[src/hw/rpsc_pkg.sv]
// constants for the reset and power-saving sequencer
package rpsc_pkg;
   // clock and oscillator timing
   localparam int unsigned CLOCK_MHZ         = 250;
   localparam int unsigned OSC_PER_MCYCLE    = 12;
   localparam int unsigned STATES_PER_MCYCLE = 6;
   localparam int unsigned PHASES_PER_STATE  = 2;
   localparam int unsigned SAMPLE_STATE      = 5;
   localparam int unsigned SAMPLE_PHASE      = 2;
   localparam logic [3:0]  SAMPLE_SLOT       = 4'((SAMPLE_STATE - 1) * PHASES_PER_STATE + SAMPLE_PHASE - 1);
   localparam logic [3:0]  LAST_SLOT         = 4'(OSC_PER_MCYCLE - 1);
   localparam int unsigned PORT_HOLD_OSC     = 19;
   localparam int unsigned OSC_RESTART_US    = 10000;
   localparam int unsigned OSC_RESTART_CYC   = OSC_RESTART_US * CLOCK_MHZ;
   localparam int unsigned CNT_W             = 24;

   // register offsets on the plain register port
   localparam logic [7:0] OFF_POWER_CONTROL = 8'h00;
   localparam logic [7:0] OFF_PORT_BASE     = 8'h01;
   localparam logic [7:0] OFF_STACK_POINTER = 8'h05;
   localparam logic [7:0] OFF_INT_PRIORITY  = 8'h06;
   localparam logic [7:0] OFF_INT_ENABLE    = 8'h07;
   localparam logic [7:0] OFF_STATUS        = 8'h08;
   localparam int unsigned NUM_PORTS        = 4;

   // power control field positions
   localparam int unsigned POWER_CONTROL_IDLE = 0;
   localparam int unsigned POWER_CONTROL_PD   = 1;
   localparam int unsigned POWER_CONTROL_GF0  = 2;
   localparam int unsigned POWER_CONTROL_GF1  = 3;
   localparam logic [7:0]  POWER_CONTROL_MASK = 8'h8f;

   // reset values applied by the internal reset sequence
   localparam logic [7:0]  POWER_CONTROL_RST  = 8'h00;
   localparam logic [7:0]  PORT_RST  = 8'hff;
   localparam logic [7:0]  SP_RST    = 8'h07;
   localparam logic [7:0]  IP_RST    = 8'h00;
   localparam logic [7:0]  IP_MASK   = 8'h3f;
   localparam logic [7:0]  IE_RST    = 8'h00;
   localparam logic [7:0]  IE_MASK   = 8'hbf;
   localparam logic [15:0] PC_RST    = 16'h0000;
   localparam logic [15:0] DATA_POINTER_RST  = 16'h0000;
   localparam logic [7:0]  ZERO8     = 8'h00;

   // sequencer states
   typedef enum logic [4:0] {
      RPSC_RUN     = 5'b00001,
      RPSC_HOLD    = 5'b00010,
      RPSC_IRESET  = 5'b00100,
      RPSC_PDOWN   = 5'b01000,
      RPSC_RESTART = 5'b10000
   } rpsc_state_e;
endpackage

[src/hw/rpsc_top.sv]
// reset sampling, internal reset and idle / power-down control
// Functional notes
// - reset pin sampled at state5 phase2
// - ports keep activity 19 osc periods
// - internal reset clears registers except listed
// - ports to ones, stack pointer seven
// - internal RAM untouched by reset
// - pc, data_pointer zero; ip, ie partly undefined
// - ports undefined until reset writes ones
// - idle bit gates cpu clock only
// - idle keeps state, strobes held high
// - enabled interrupt clears idle bit
// - two general flags readable and writable
// - reset pin clears idle bit directly
// - RAM blocked until internal reset ends
// - power-down bit stops oscillator, strobes high
// - reset restarts oscillator, waits to stabilise
// - external clock divided by two
module rpsc_top #(
   parameter int unsigned OSC_RESTART_CYCLES = rpsc_pkg::OSC_RESTART_CYC
) (
   input  wire logic        clock,
   input  wire logic        rst_n,
   input  wire logic        clk_en,
   input  wire logic        reset_pin,
   input  wire logic        ext_clock_mode,
   input  wire logic        instr_done,
   input  wire logic        irq_wake,
   input  wire logic [7:0]  reg_addr,
   input  wire logic [7:0]  reg_wdata,
   input  wire logic        reg_wr,
   input  wire logic        reg_rd,
   output logic [7:0]       reg_rdata,
   output logic             internal_reset,
   output logic [15:0]      program_counter_init,
   output logic [15:0]      data_pointer_init,
   output logic             cpu_clock_enable,
   output logic             periph_clock_enable,
   output logic             osc_running,
   output logic             strobes_force_high,
   output logic             ram_access_enable,
   output logic [31:0]      port_pins_out,
   output logic [31:0]      port_pins_oe,
   output rpsc_pkg::rpsc_state_e seq_state
);
   import rpsc_pkg::*;

   rpsc_state_e state;
   rpsc_state_e next_state;
   logic [CNT_W-1:0] cnt;
   logic [CNT_W-1:0] next_cnt;
   logic [7:0]       power_control_register;
   logic [7:0]       port_latch [NUM_PORTS];
   logic [7:0]       stack_pointer;
   logic [7:0]       interrupt_priority_register;
   logic [7:0]       interrupt_enable_register;
   logic             idle_mode;
   logic             pd_mode;
   logic             ram_block;
   logic             ports_valid;
   logic             pin_sync;
   logic             osc_tick;
   logic             sample_tick;
   logic [3:0]       slot;
   logic [7:0]       rdata_next;

   // decode of the register port
   wire              wr_power_control   = reg_wr && (reg_addr == OFF_POWER_CONTROL);
   wire              wr_sp     = reg_wr && (reg_addr == OFF_STACK_POINTER);
   wire              wr_ip     = reg_wr && (reg_addr == OFF_INT_PRIORITY);
   wire              wr_ie     = reg_wr && (reg_addr == OFF_INT_ENABLE);
   wire              sreset    = (state == RPSC_IRESET);
   wire              idle_bit  = power_control_register[POWER_CONTROL_IDLE];
   wire              pd_bit    = power_control_register[POWER_CONTROL_PD];
   wire [CNT_W-1:0]  hold_last = CNT_W'(PORT_HOLD_OSC - 1);
   wire [CNT_W-1:0]  rest_last = CNT_W'(OSC_RESTART_CYCLES - 1);
   wire              restart_done = (cnt == rest_last);
   wire              hold_done    = osc_tick && (cnt == hold_last);

   // reset pin passes two flops before use
   rpsc_sync u_sync (
      .clock    (clock),
      .rst_n    (rst_n),
      .clk_en   (clk_en),
      .pin_in   (reset_pin),
      .pin_sync (pin_sync)
   );

   // oscillator stops in power-down only and runs while restarting
   assign osc_running = (state != RPSC_PDOWN);

   // machine-cycle timing with optional divide-by-two
   rpsc_timing u_timing (
      .clock       (clock),
      .rst_n       (rst_n),
      .clk_en      (clk_en),
      .osc_run     (osc_running),
      .div2_mode   (ext_clock_mode),
      .osc_tick    (osc_tick),
      .sample_tick (sample_tick),
      .slot        (slot)
   );

   // sequencer next-state logic
   always_comb begin
      next_state = state;
      next_cnt   = cnt;
      case (state)
         RPSC_RUN: begin
            if (sample_tick && pin_sync) begin
               next_state = RPSC_HOLD;
               next_cnt   = '0;
            end else if (pd_mode) begin
               next_state = RPSC_PDOWN;
            end
         end
         RPSC_HOLD: begin
            // ports keep running for a fixed count
            if (hold_done) begin
               next_state = RPSC_IRESET;
            end else if (osc_tick) begin
               next_cnt = cnt + CNT_W'(1);
            end
         end
         RPSC_IRESET: begin
            if (sample_tick && !pin_sync) begin
               next_state = RPSC_RUN;
            end
         end
         RPSC_PDOWN: begin
            if (pin_sync) begin
               next_state = RPSC_RESTART;
               next_cnt   = '0;
            end
         end
         RPSC_RESTART: begin
            // wait for the oscillator to settle
            if (!pin_sync) begin
               next_state = RPSC_PDOWN;
            end else if (restart_done) begin
               next_state = RPSC_HOLD;
               next_cnt   = '0;
            end else begin
               next_cnt = cnt + CNT_W'(1);
            end
         end
         default: begin
            next_state = RPSC_RUN;
            next_cnt   = '0;
         end
      endcase
   end

   // state register
   always_ff @(posedge clock) begin
      if (!rst_n) begin
         state <= RPSC_RUN;
         cnt   <= '0;
      end else if (clk_en) begin
         state <= next_state;
         cnt   <= next_cnt;
      end
   end

   // power control register
   always_ff @(posedge clock) begin
      if (!rst_n) begin
         power_control_register <= POWER_CONTROL_RST;
      end else if (clk_en) begin
         if (sreset) begin
            power_control_register <= POWER_CONTROL_RST;
         end else begin
            if (wr_power_control) begin
               power_control_register <= reg_wdata & POWER_CONTROL_MASK;
            end
            if (pin_sync || (irq_wake && idle_mode)) begin
               power_control_register[POWER_CONTROL_IDLE] <= 1'b0;
            end
         end
      end
   end

   // mode entry waits for the setting instruction to finish
   always_ff @(posedge clock) begin
      if (!rst_n) begin
         idle_mode <= 1'b0;
         pd_mode   <= 1'b0;
      end else if (clk_en) begin
         idle_mode <= idle_bit && (idle_mode || instr_done);
         pd_mode   <= pd_bit && (pd_mode || instr_done);
      end
   end

   // clock gating and strobe hold
   assign periph_clock_enable = osc_running && (state != RPSC_RESTART);
   assign cpu_clock_enable    = periph_clock_enable && !idle_mode && !pd_mode;
   assign strobes_force_high  = idle_mode || pd_mode;

   // RAM blocked from reset-induced idle exit to internal reset
   always_ff @(posedge clock) begin
      if (!rst_n) begin
         ram_block <= 1'b0;
      end else if (clk_en) begin
         if (sreset) begin
            ram_block <= 1'b0;
         end else if (idle_mode && pin_sync) begin
            ram_block <= 1'b1;
         end
      end
   end

   // RAM is never cleared, only gated
   assign ram_access_enable = !ram_block && !sreset;

   // vectors loaded during internal reset
   assign internal_reset       = sreset;
   assign program_counter_init = PC_RST;
   assign data_pointer_init    = DATA_POINTER_RST;

   // ports undefined until the first internal reset
   always_ff @(posedge clock) begin
      if (!rst_n) begin
         ports_valid <= 1'b0;
      end else if (clk_en && sreset) begin
         ports_valid <= 1'b1;
      end
   end

   // port latches, one per port
   genvar gp;
   generate
      for (gp = 0; gp < NUM_PORTS; gp++) begin : g_port
         wire wr_port = reg_wr && (reg_addr == OFF_PORT_BASE + 8'(gp));
         always_ff @(posedge clock) begin
            if (!rst_n) begin
               port_latch[gp] <= PORT_RST;
            end else if (clk_en) begin
               if (sreset) begin
                  port_latch[gp] <= PORT_RST;
               end else if (wr_port) begin
                  port_latch[gp] <= reg_wdata;
               end
            end
         end
         assign port_pins_out[gp*8 +: 8] = port_latch[gp];
         assign port_pins_oe[gp*8 +: 8]  = {8{ports_valid}};
      end
   endgenerate

   // stack pointer and interrupt registers
   always_ff @(posedge clock) begin
      if (!rst_n) begin
         stack_pointer               <= SP_RST;
         interrupt_priority_register <= IP_RST;
         interrupt_enable_register   <= IE_RST;
      end else if (clk_en) begin
         if (sreset) begin
            stack_pointer               <= SP_RST;
            interrupt_priority_register <= IP_RST;
            interrupt_enable_register   <= IE_RST;
         end else begin
            if (wr_sp) begin
               stack_pointer <= reg_wdata;
            end
            if (wr_ip) begin
               interrupt_priority_register <= reg_wdata & IP_MASK;
            end
            if (wr_ie) begin
               interrupt_enable_register <= reg_wdata & IE_MASK;
            end
         end
      end
   end

   // read mux, unmapped addresses read zero
   always_comb begin
      rdata_next = ZERO8;
      case (reg_addr)
         OFF_POWER_CONTROL: rdata_next = power_control_register;
         OFF_STACK_POINTER: rdata_next = stack_pointer;
         OFF_INT_PRIORITY:  rdata_next = interrupt_priority_register;
         OFF_INT_ENABLE:    rdata_next = interrupt_enable_register;
         OFF_STATUS:        rdata_next = {ram_block, ports_valid, pd_mode, idle_mode, slot};
         default: begin
            if (reg_addr >= OFF_PORT_BASE && reg_addr < OFF_PORT_BASE + 8'(NUM_PORTS)) begin
               rdata_next = port_latch[2'(reg_addr - OFF_PORT_BASE)];
            end
         end
      endcase
   end

   // read data stands one cycle after the strobe
   always_ff @(posedge clock) begin
      if (!rst_n) begin
         reg_rdata <= ZERO8;
      end else if (clk_en) begin
         reg_rdata <= reg_rd ? rdata_next : ZERO8;
      end
   end

   assign seq_state = state;
endmodule

[src/hw/rpsc_sync.sv]
// two-stage synchroniser for the asynchronous reset pin
module rpsc_sync (
   input  wire logic clock,
   input  wire logic rst_n,
   input  wire logic clk_en,
   input  wire logic pin_in,
   output logic      pin_sync
);
   import rpsc_pkg::*;

   logic meta;

   // first stage feeds only the second
   always_ff @(posedge clock) begin
      if (!rst_n) begin
         meta     <= 1'b0;
         pin_sync <= 1'b0;
      end else if (clk_en) begin
         meta     <= pin_in;
         pin_sync <= meta;
      end
   end
endmodule

[src/hw/rpsc_timing.sv]
// oscillator divider and machine-cycle slot counter
module rpsc_timing (
   input  wire logic       clock,
   input  wire logic       rst_n,
   input  wire logic       clk_en,
   input  wire logic       osc_run,
   input  wire logic       div2_mode,
   output logic            osc_tick,
   output logic            sample_tick,
   output logic [3:0]      slot
);
   import rpsc_pkg::*;

   logic half;

   // one oscillator period per clock, or every second clock
   assign osc_tick    = osc_run && (!div2_mode || half);
   assign sample_tick = osc_tick && (slot == SAMPLE_SLOT);

   // divide-by-two flop and slot count within a machine cycle
   always_ff @(posedge clock) begin
      if (!rst_n) begin
         half <= 1'b0;
         slot <= 4'h0;
      end else if (clk_en && osc_run) begin
         half <= !half;
         if (osc_tick) begin
            slot <= (slot == LAST_SLOT) ? 4'h0 : slot + 4'h1;
         end
      end
   end
endmodule

[config.mk]
export PLATFORM = sky130hd
export DESIGN_NAME = rpsc_top
export DESIGN_NICKNAME = d
export VERILOG_FILES = /design/src/hw/rpsc_pkg.sv /design/src/hw/rpsc_top.sv /design/src/hw/rpsc_sync.sv /design/src/hw/rpsc_timing.sv
export SDC_FILE = /design/constraint.sdc
export NUM_CORES = 1
export LEC_CHECK = 0
export BUFFER_PORTS_ARGS = -buffer_cell sky130_fd_sc_hd__buf_2
export CORE_MARGIN = 2
export CORE_UTILIZATION = 53
export CTS_CLUSTER_DIAMETER = 60
export DETAILED_ROUTE_END_ITERATION = 12
export PLACE_DENSITY_LB_ADDON = 0.15
export SYNTH_ARGS = -nofsm -noshare
export SYNTH_HDL_FRONTEND = slang
export SYNTH_HIERARCHICAL = 1
export SYNTH_SLANG_ARGS = --single-unit
[constraint.sdc]
create_clock -name clock -period 2.9 [get_ports clock]
set_input_delay 0.435 -clock clock [delete_from_list [all_inputs] [get_ports clock]]
set_output_delay 0.435 -clock clock [all_outputs]
set_load 0.005 [all_outputs]
======== After elaboration in Yosys (flattened, before gate mapping) ========
Memory sizes are Yosys's and may differ from the RTL's.
Index checks and enable logic that the tools add are counted.
word-level totals
  flip-flop bits (word level) ............. 80
  bits in writable memories ............... 32
  input bits .............................. 25
  output and inout bits ................... 115
  logic and storage cells ................. 174
  memories kept ........................... 1
memories
  memory      words  width  rd ports  clocked after Yosys merged registers in  write ports  line            RTL
  port_latch  4      8      5         0                                        4            rpsc_top.sv:53  logic [7:0] port_latch [NUM_PORTS];
operators by class
  add/sub/neg operators ................... 3
  $lt $le $gt $ge ......................... 2
  equality and inequality tests ........... 28
  mux-type cells .......................... 63
  bitwise logic cells ..................... 9
  reduce and logical (&&, ||, !) cells .... 52
operator list
  cell                   count
  $mux 24                6
  $mux 8                 18
  $pmux 24 s5            1
  $pmux 8 s5             1
  $mux 5                 7
  $eq 8x3->1 const B     4
  $mux 1                 28
  $pmux 5 s5             1
  $add 24x1->24 const B  1
  $eq 24x22->1 const B   1
  $eq 24x5->1 const B    1
  $logic_and 1x1->1      24
  $eq 8x2->1 const B     2
  $reduce_and 2->1       7
  $reduce_bool 2->1      5
  $eq 4x4->1 const B     2
  $eq 8x1->1 const B     1
  $eq 8x4->1 const B     1
  $ge 8x1->1 const B     1
  $logic_not 8->1        1
  $lt 8x3->1 const B     1
  $ne 2x2->1 const B     4
  $or 1x1->1             8
  $logic_not 1->1        7
  17 further kinds       24

======== Logic depth before layout (Yosys ltp) ========
Gate-level depths: netlist of the first run.
  depth after elaboration ................. 8
  mapped depth ............................ 11
  gate-level depth less buffers ........... 9

======== By module ========
The synthesis of the first run kept the hierarchy.
modules (own cells, without submodules)
  module       instances  cells each  area each (µm²)  seq. area each (µm²)
  rpsc_top     1          581         5662.9           2302.2
  rpsc_timing  1          35          295.3            100.1
  rpsc_sync    1          6           72.6             40.0

======== Worst setup path after synthesis of the first run ========
Ideal clock, no wire load.
  path type ............................... input to register
  start ................................... in reg_addr[0]
  end ..................................... reg reg_rdata[4]
  library setup time ...................... 0.075 ns
  arrival ................................. 2.376 ns
  required time ........................... 2.825 ns
  slack ................................... 0.449 ns
  stages on the path ...................... 8
  path buffers ............................ 1
  path through ............................ clkbuf_1 inv_1 ha_1 nor4b_1 mux2i_1 nor4_2 a222oi_1 o21ai_0
on the way
  longest elaborated chain between the ends .. 5
ends and longest elaborated chain
  what                                                     line             RTL
  start: declaration                                       rpsc_top.sv:29   input wire logic [7:0] reg_addr,
  $sub 2x1->2, or another cell as far along                rpsc_top.sv:286  rdata_next = port_latch[2'(reg_addr - OFF_PORT_BASE)];
  $mem_v2 4x8 / $logic_and 1x1->1 (equally long branches)  -
  $mux 8                                                   rpsc_top.sv:285  if (reg_addr >= OFF_PORT_BASE && reg_addr < OFF_PORT_BASE + 8'(NUM_PORTS)) begin
  $pmux 8 s5 (*)                                           rpsc_top.sv:278  case (reg_addr)
  $mux 8 (*)                                               rpsc_top.sv:297  reg_rdata <= reg_rd ? rdata_next : ZERO8;
  end signal: assignment                                   rpsc_top.sv:297
  end: declaration                                         rpsc_top.sv:33   output logic [7:0] reg_rdata,
Mark *: on every way between the ends. The rest lies on a longest branch, timed or not.
A chain may end at the register's enable or synchronous reset.

======== Worst setup path in the final report of the first run ========
  start ................................... reg state[4] (netlist: seq_state[4])
  end ..................................... reg cnt[8]
on the way
  longest elaborated chain between the ends .. 6
ends and longest elaborated chain
  what                               line               RTL
  start: declaration                 rpsc_top.sv:48     rpsc_state_e state;
  start signal: assignment           rpsc_top.sv:160    state <= next_state;
  $ne 5x4->1                         rpsc_top.sv:90     assign osc_running = (state != RPSC_PDOWN);
  $logic_and 1x1->1                  rpsc_timing.sv:17  assign osc_tick = osc_run && (!div2_mode || half);
  net osc_tick                       rpsc_top.sv:62     logic osc_tick;
  $logic_and 1x1->1                  rpsc_timing.sv:18  assign sample_tick = osc_tick && (slot == SAMPLE_SLOT);
  net sample_tick                    rpsc_top.sv:63     logic sample_tick;
  $logic_and 1x1->1                  rpsc_top.sv:110    if (sample_tick && pin_sync) begin
  $ne 2x2->1 (no source line)        -
  $reduce_and 7->1 (no source line)  -
  end signal: assignment             rpsc_top.sv:161    cnt <= next_cnt;
  end: declaration                   rpsc_top.sv:50     logic [CNT_W-1:0] cnt;
The timed path passes the listed nets, and every way through them passes these cells.

==> results of run 1 <==
[sequential cells by signal, summed over array words and instances, names as in the netlist, 4 cells and up]
name,flops
cnt,24
interrupt_enable_register,7
interrupt_priority_register,6
port_latch,32
power_control_register,5
reg_rdata,8
seq_state,5
stack_pointer,8
u_timing/slot,4
[layout by cell type (no fill, tap or decap), drive strengths merged, types with 5 or more instances in the layout]
cell type	count
a21oi	39
a222oi	12
a32o	9
and2	8
and3	9
and4	5
buf	129
clkbuf	9
conb	32
dfxtp	74
edfxtp	32
ha	9
inv	25
mux2i	8
mux4	8
nand2	63
nand2b	5
nand3	26
nand4	6
nor2	17
nor2b	6
nor3	9
nor4	6
o211ai	6
o21ai	18
o2bb2ai	6
o31ai	17
o41ai	6
or2	26
or4	19
[final cells by class]
cell class                      instances  share of cell area
Clock buffer                            9             0.03392
Inverter                               22             0.01244
Timing Repair Buffer                  129              0.1074
Multi-Input combinational cell        430              0.4440
Tap cell                              140             0.02639
Clock inverter                          7            0.007916
Sequential cell                       106              0.3679
[stage by stage]
stage          worst slack (ns)  hold WS, ns    util
2_1_floorplan            0.4486       0.4168       -
3_3_place_gp             0.2203       0.4358  0.5774
3_5_place_dp             0.1175       0.4431  0.5774
4_1_cts                 0.06510       0.3519  0.6026
5_1_grt                 0.05484       0.3696  0.6045
6_report                 0.2213       0.3542  0.6045
[routing by layer]
metal / vias up / track usage / share of wire
li1: 2397 / - / -
met1: 2450 / 0.3515 / 0.43
met2: 251 / 0.3693 / 0.46
met3: 16 / 0.05522 / 0.088
met4: 0 / 0.07333 / 0.016
met5: - / 0 / 0
[worst max-delay path by stage]
stage / from / to / slack [ns] / depth (start not counted)
after floorplan: reg_addr[0] / reg_rdata[4] / 0.45 / 8
after global placement: seq_state[4] / cnt[19] / 0.22 / 9
after detailed placement: seq_state[4] / cnt[15] / 0.12 / 9
after CTS: seq_state[4] / cnt[15] / 0.07 / 9
after global routing: seq_state[4] / cnt[12] / 0.05 / 10
final: seq_state[4] / cnt[8] / 0.22 / 10
[worst min-delay path, cell delays in order]
cell	delay (ns)
buf_2	0.09
a21oi_1	0.06
nor2_1	0.08
[logic make-up after synthesis]
kind of cell,Yosys count,share of synthesized area
mux,20,0.05062
other cells,1,0.0006218
simple gates,224,0.2147
flops,106,0.4050
buf+inv,117,0.1255
compound gates,143,0.1820
fa+ha+maj,9,0.01867
xor+xnor,2,0.002905
[where the power goes]
part           leakage (µW)  internal (µW)  switching (µW)
clock network      0.000133            590             577
registers          0.000907           1560            26.4
logic               0.00155            146             249
==> impl_metrics.tcl, run 1 <==
set metrics [dict create \
    critical-path-slowest-cell "or4_1" \
    yosysTopAreaCellShare 0.2456 \
    synthCells 622 \
    synthArstFlopShare 0 \
    clk_pin_slew_worst_paths_ns 0.07 \
    max-cap-violations 0 \
    synth_area_leaders "dfxtp_1, edfxtp_1, buf_4, nand2_1, mux4_2" \
    total_power_uw 3145 \
    syn_area_um2 6031 \
    multi_input_area_um2 2948 \
    num_rows 38 \
    final.period_utilization 0.9237 \
    post_cts_resized 0 \
    regArea_um2 2442 \
    dpl_cell_area_um2 6341 \
    synth_area_leader_cell "dfxtp_1" \
    gp_congestion 0.8838 \
    critical_path.max_fanout 19 \
    grt_max_degree 39 \
    tritoncts "done" \
    synthDistinctLibCells 77 \
    relSlewSlack 0.4998 \
    hold_path_depth 3 \
    vias 5114 \
    drive_above_1_share 0.2945 \
    drt-initial-drc-count 397 \
    clock_skew_ns 0.005489 \
    syn_area_per_cell_um2 9.696 \
    synth_ff_type "dfxtp_1" \
    clk-insertion-delay-late_ns 0.35 \
    h-tree-depth 3 \
    fin_cells 843 \
    dp_hpwl_mm 11.09 \
    start_util 0.5491 \
    worstReg2RegStart "seq_state[4]" \
    vias_per_cell 6.066 \
    grt_usage 0.2445 \
    cp-start-kind "register" \
    ioPinCount 140 \
    synth_most_common_cell "dfxtp_1" \
    arrival_ns 2.97 \
    clock_sinks 106 \
    critPathCaptureType "register" \
    portBuffers 107 \
    cts-root-buf "clkbuf_16" \
    fin_setup_tns_ns 0 \
    ir_drop_v 0.0002847 \
    whs_endpoint "pd_mode" \
    crit_required_ns 3.19 \
    ys_warn_count 6 \
    ys_ff_latch 106 \
    dieHeight_um 110.7 \
    worst_pin_slew_ns 0.7492 \
    core_area_um2 10980 \
    drt_first_pass_iters 6 \
    min_from "instr_done" \
    route.detailed.drc 0 \
    crit_buf_inv 2 \
    placed_cells 826 \
    rr_endpoint "cnt[8]" \
    hold_violations 0 \
    cts_buffer_depth 2 \
    num-nets-final 732 \
    holdCritPathClass "input pin to register" \
    drt.antenna.violating_nets 0 \
    synth_edf_count 32 \
    yosysSeqAreaShare 0.4050 \
    fillers 937 \
    finalWirelength_mm 15.13 \
    synthTopCellsByCount "dfxtp_1, buf_4, nand2_1" \
    power_leakage_uw 0.002586 \
    grt_pass1_wl_mm 24.09 \
    critPathTopFamily "simple AND/OR/NAND/NOR gates" \
    dieArea_um2 12250 \
    period_needed_ns 2.679 \
    num_antenna_cells 0 \
    post-cts-setup-buffers 0 \
    reg2reg_slack_ns 0.22 \
    wl_per_cell_um 17.95 \
    slowest_delay_ns 0.55 \
    status "finished, final reports clean" \
    power.density_nw_per_um2 473.7 \
    grt_pass1_vias 4499 \
    setup_viol 0 \
    antenna_found_initial 0 \
    slew_viol_final 0 \
    r2r_cells 10 \
    ctsHoldBuffers 0 \
    overflow 0 \
    crit_chain "nor2_1 > and3_1 > inv_1 > nor2b_1 > and4b_1 > o31a_1 > o211ai_4 > buf_4 > or4_1 > a21oi_2" \
    cts_made_buffers 9 \
    die-width_um 110.7 \
    area_delta_synth_final_pct 10.08 \
    worstSetupPathType "register to register" \
    rsz0062_at_grt "no" \
    stdcell_area_um2 6639 \
    fmax_mhz 373.3 \
]
No activity file was read; power rests on OpenSTA's default activity.
==> run 2, diff against run 1 <==
==> constraint.sdc (replaced) <==
create_clock -name clock -period 3.4 [get_ports clock]
set_input_delay 0.51 -clock clock [delete_from_list [all_inputs] [get_ports clock]]
set_output_delay 0.51 -clock clock [all_outputs]
set_load 0.005 [all_outputs]
==> run 2 against run 1 <==
  * Clock power decreased by 10%
  * Combinational power fell by 21%
  * Fmax down 14%
  * Clock skew fell by 0.0013 ns
  * Final cell count decreased by 2.0%
  * Die area is the same
  * Largest cell class unchanged
==> impl_metrics.tcl, run 2 (synthesis gave the netlist of run 1 again) <==
set metrics [dict create \
    status "finished, final reports clean" \
    pwr-share-clk 0.387 \
    power.density_nw_per_um2 417.0 \
    route.detailed.drc 0 \
    vias_per_cell 6.053 \
    holdCritPathClass "input pin to register" \
    hold_violations 0 \
    drive_above_1_share 0.2741 \
    dp_hpwl_mm 10.81 \
    vias 5000 \
    post_cts_resized 0 \
    dieHeight_um 110.7 \
    portBuffers 107 \
    grt_pass1_wl_mm 23.82 \
    r2r_cells 9 \
    hold_path_depth 2 \
    largest_reg_flops 32 \
    wl_per_cell_um 18.06 \
    regMostFlops "port_latch" \
    die-width_um 110.7 \
    clk-insertion-delay-late_ns 0.36 \
    antenna_found_initial 0 \
    critical_path.max_fanout 22 \
    core_area_um2 10980 \
    num_antenna_cells 0 \
    cp-start-kind "register" \
    start_util 0.5491 \
    ctsHoldBuffers 0 \
    cts_buffer_depth 2 \
    relSlewSlack 0.3587 \
    area_delta_synth_final_pct 8.050 \
    min_from "reg_wdata[0]" \
    setup_viol 0 \
    rr_endpoint "cnt[21]" \
    p_seq_frac 0.498 \
    clk_pin_slew_worst_paths_ns 0.07 \
    reg2reg_slack_ns 0.28 \
    stdcell_area_um2 6516 \
    cts_made_buffers 9 \
    period_needed_ns 3.117 \
    slew_viol_final 0 \
    ir_drop_v 0.0002230 \
    dpl_cell_area_um2 6221 \
    final_common_cell "buf_2" \
    total_power_uw 2717 \
    worstSetupPathType "register to register" \
    num_rows 38 \
    max-cap-violations 0 \
    critPathCaptureType "register" \
    post-place-ws_ns 0.3344 \
    crit_required_ns 3.60 \
    drt-initial-drc-count 482 \
    top_regs "port_latch: 32 flops, cnt: 24 flops" \
    grt_pass1_vias 4525 \
    crit_chain "nor2_1 > and3_1 > inv_1 > nor2b_1 > and4b_1 > o31a_1 > o211ai_4 > o31ai_4 > a21oi_1" \
    gp_congestion 0.9178 \
    slowest_delay_ns 0.91 \
    fin_setup_tns_ns 0 \
    num-nets-final 715 \
    drt_first_pass_iters 6 \
    worst_pin_slew_ns 0.9619 \
    tritoncts "done" \
    overflow 0 \
    p_sw_uw 709.1 \
    grt_max_degree 39 \
    worstReg2RegStart "seq_state[4]" \
    dieArea_um2 12250 \
    drt.antenna.violating_nets 0 \
    fmax_mhz 320.9 \
    cts-root-buf "clkbuf_16" \
    grt_usage 0.2416 \
    final_cell_mix "buf_2, dfxtp_1, nand2_1" \
    clock_skew_ns 0.004224 \
    sw_frac_of_total 0.2610 \
    clock_sinks 106 \
    whs_endpoint "stack_pointer[0]" \
    post-cts-setup-buffers 0 \
    internal_power_uw 2008 \
    finalWirelength_mm 14.92 \
    critical-path-slowest-cell "o31ai_4" \
    final.period_utilization 0.9166 \
    power_leakage_uw 0.002503 \
    ioPinCount 140 \
    h-tree-depth 3 \
    arrival_ns 3.31 \
    fin_ws_ns 0.2835 \
    p_comb_frac 0.115 \
    rsz0062_at_grt "no" \
]
## run 2: changes by cell type in the layout (fill, tap and decap cells not counted), sizes merged
| cell | change |
|---|---|
| buf | -17 |
| inv | -2 |
| bufinv | +1 |
| clkbuf | +1 |
## run 2: area by class of cell
| class | instances | area (µm²) |
|---|---|---|
| clock inverter | 6 | 66.31 |
| sequential | 106 | 2442 |
| fill | 937 | 4467 |
| inverter | 22 | 82.58 |
| clock buffer | 10 | 229.0 |
| tap | 140 | 175.2 |
| multi-input combinational | 430 | 2948 |
| timing repair buffer | 112 | 573.1 |
## run 2: critical path, delay by kind of cell (launching register included)
kind	cells	cell delay [ns]
compound gates	4	1.52
buf+inv	1	0.09
flops	1	0.47
simple gates	4	0.86
## run 2: metrics by stage
stage	util	hold WS, ns	std cells
3_5_place_dp	0.5664	0.4409	810
2_1_floorplan	-	0.4168	653
3_3_place_gp	0.5664	0.4322	810
5_1_grt	0.5933	0.4436	826
6_report	0.5933	0.4191	826
4_1_cts	0.5933	0.4132	826
## run 2: how the worst max path moves through the flow
stage / from / end / slack (ns)
detailed placement: seq_state[4] / cnt[21] / 0.33
global route: seq_state[1] / cnt[19] / 0.01
CTS: seq_state[4] / cnt[21] / 0.29
global placement: ext_clock_mode / cnt[19] / 0.48
finish: seq_state[4] / cnt[21] / 0.28
floorplan: reg_addr[0] / reg_rdata[4] / 0.87
## run 2: power groups by stage
stage / logic (µW) / registers, µW / clock network, µW
after floorplan: 245 / 1380 / 0
after global placement: 307 / 1380 / 0
after detailed placement: 308 / 1380 / 0
after CTS: 310 / 1350 / 1070
after global routing: 338 / 1360 / 1120
final: 312 / 1350 / 1050
## run 2: routing by layer
layer  routed length (µm)  track usage  share of wire
met5                    0            0              0
met4                  317       0.1000          0.021
met3                 1147      0.04210          0.077
met2                 6703       0.3665           0.45
met1                 6748       0.3425           0.45
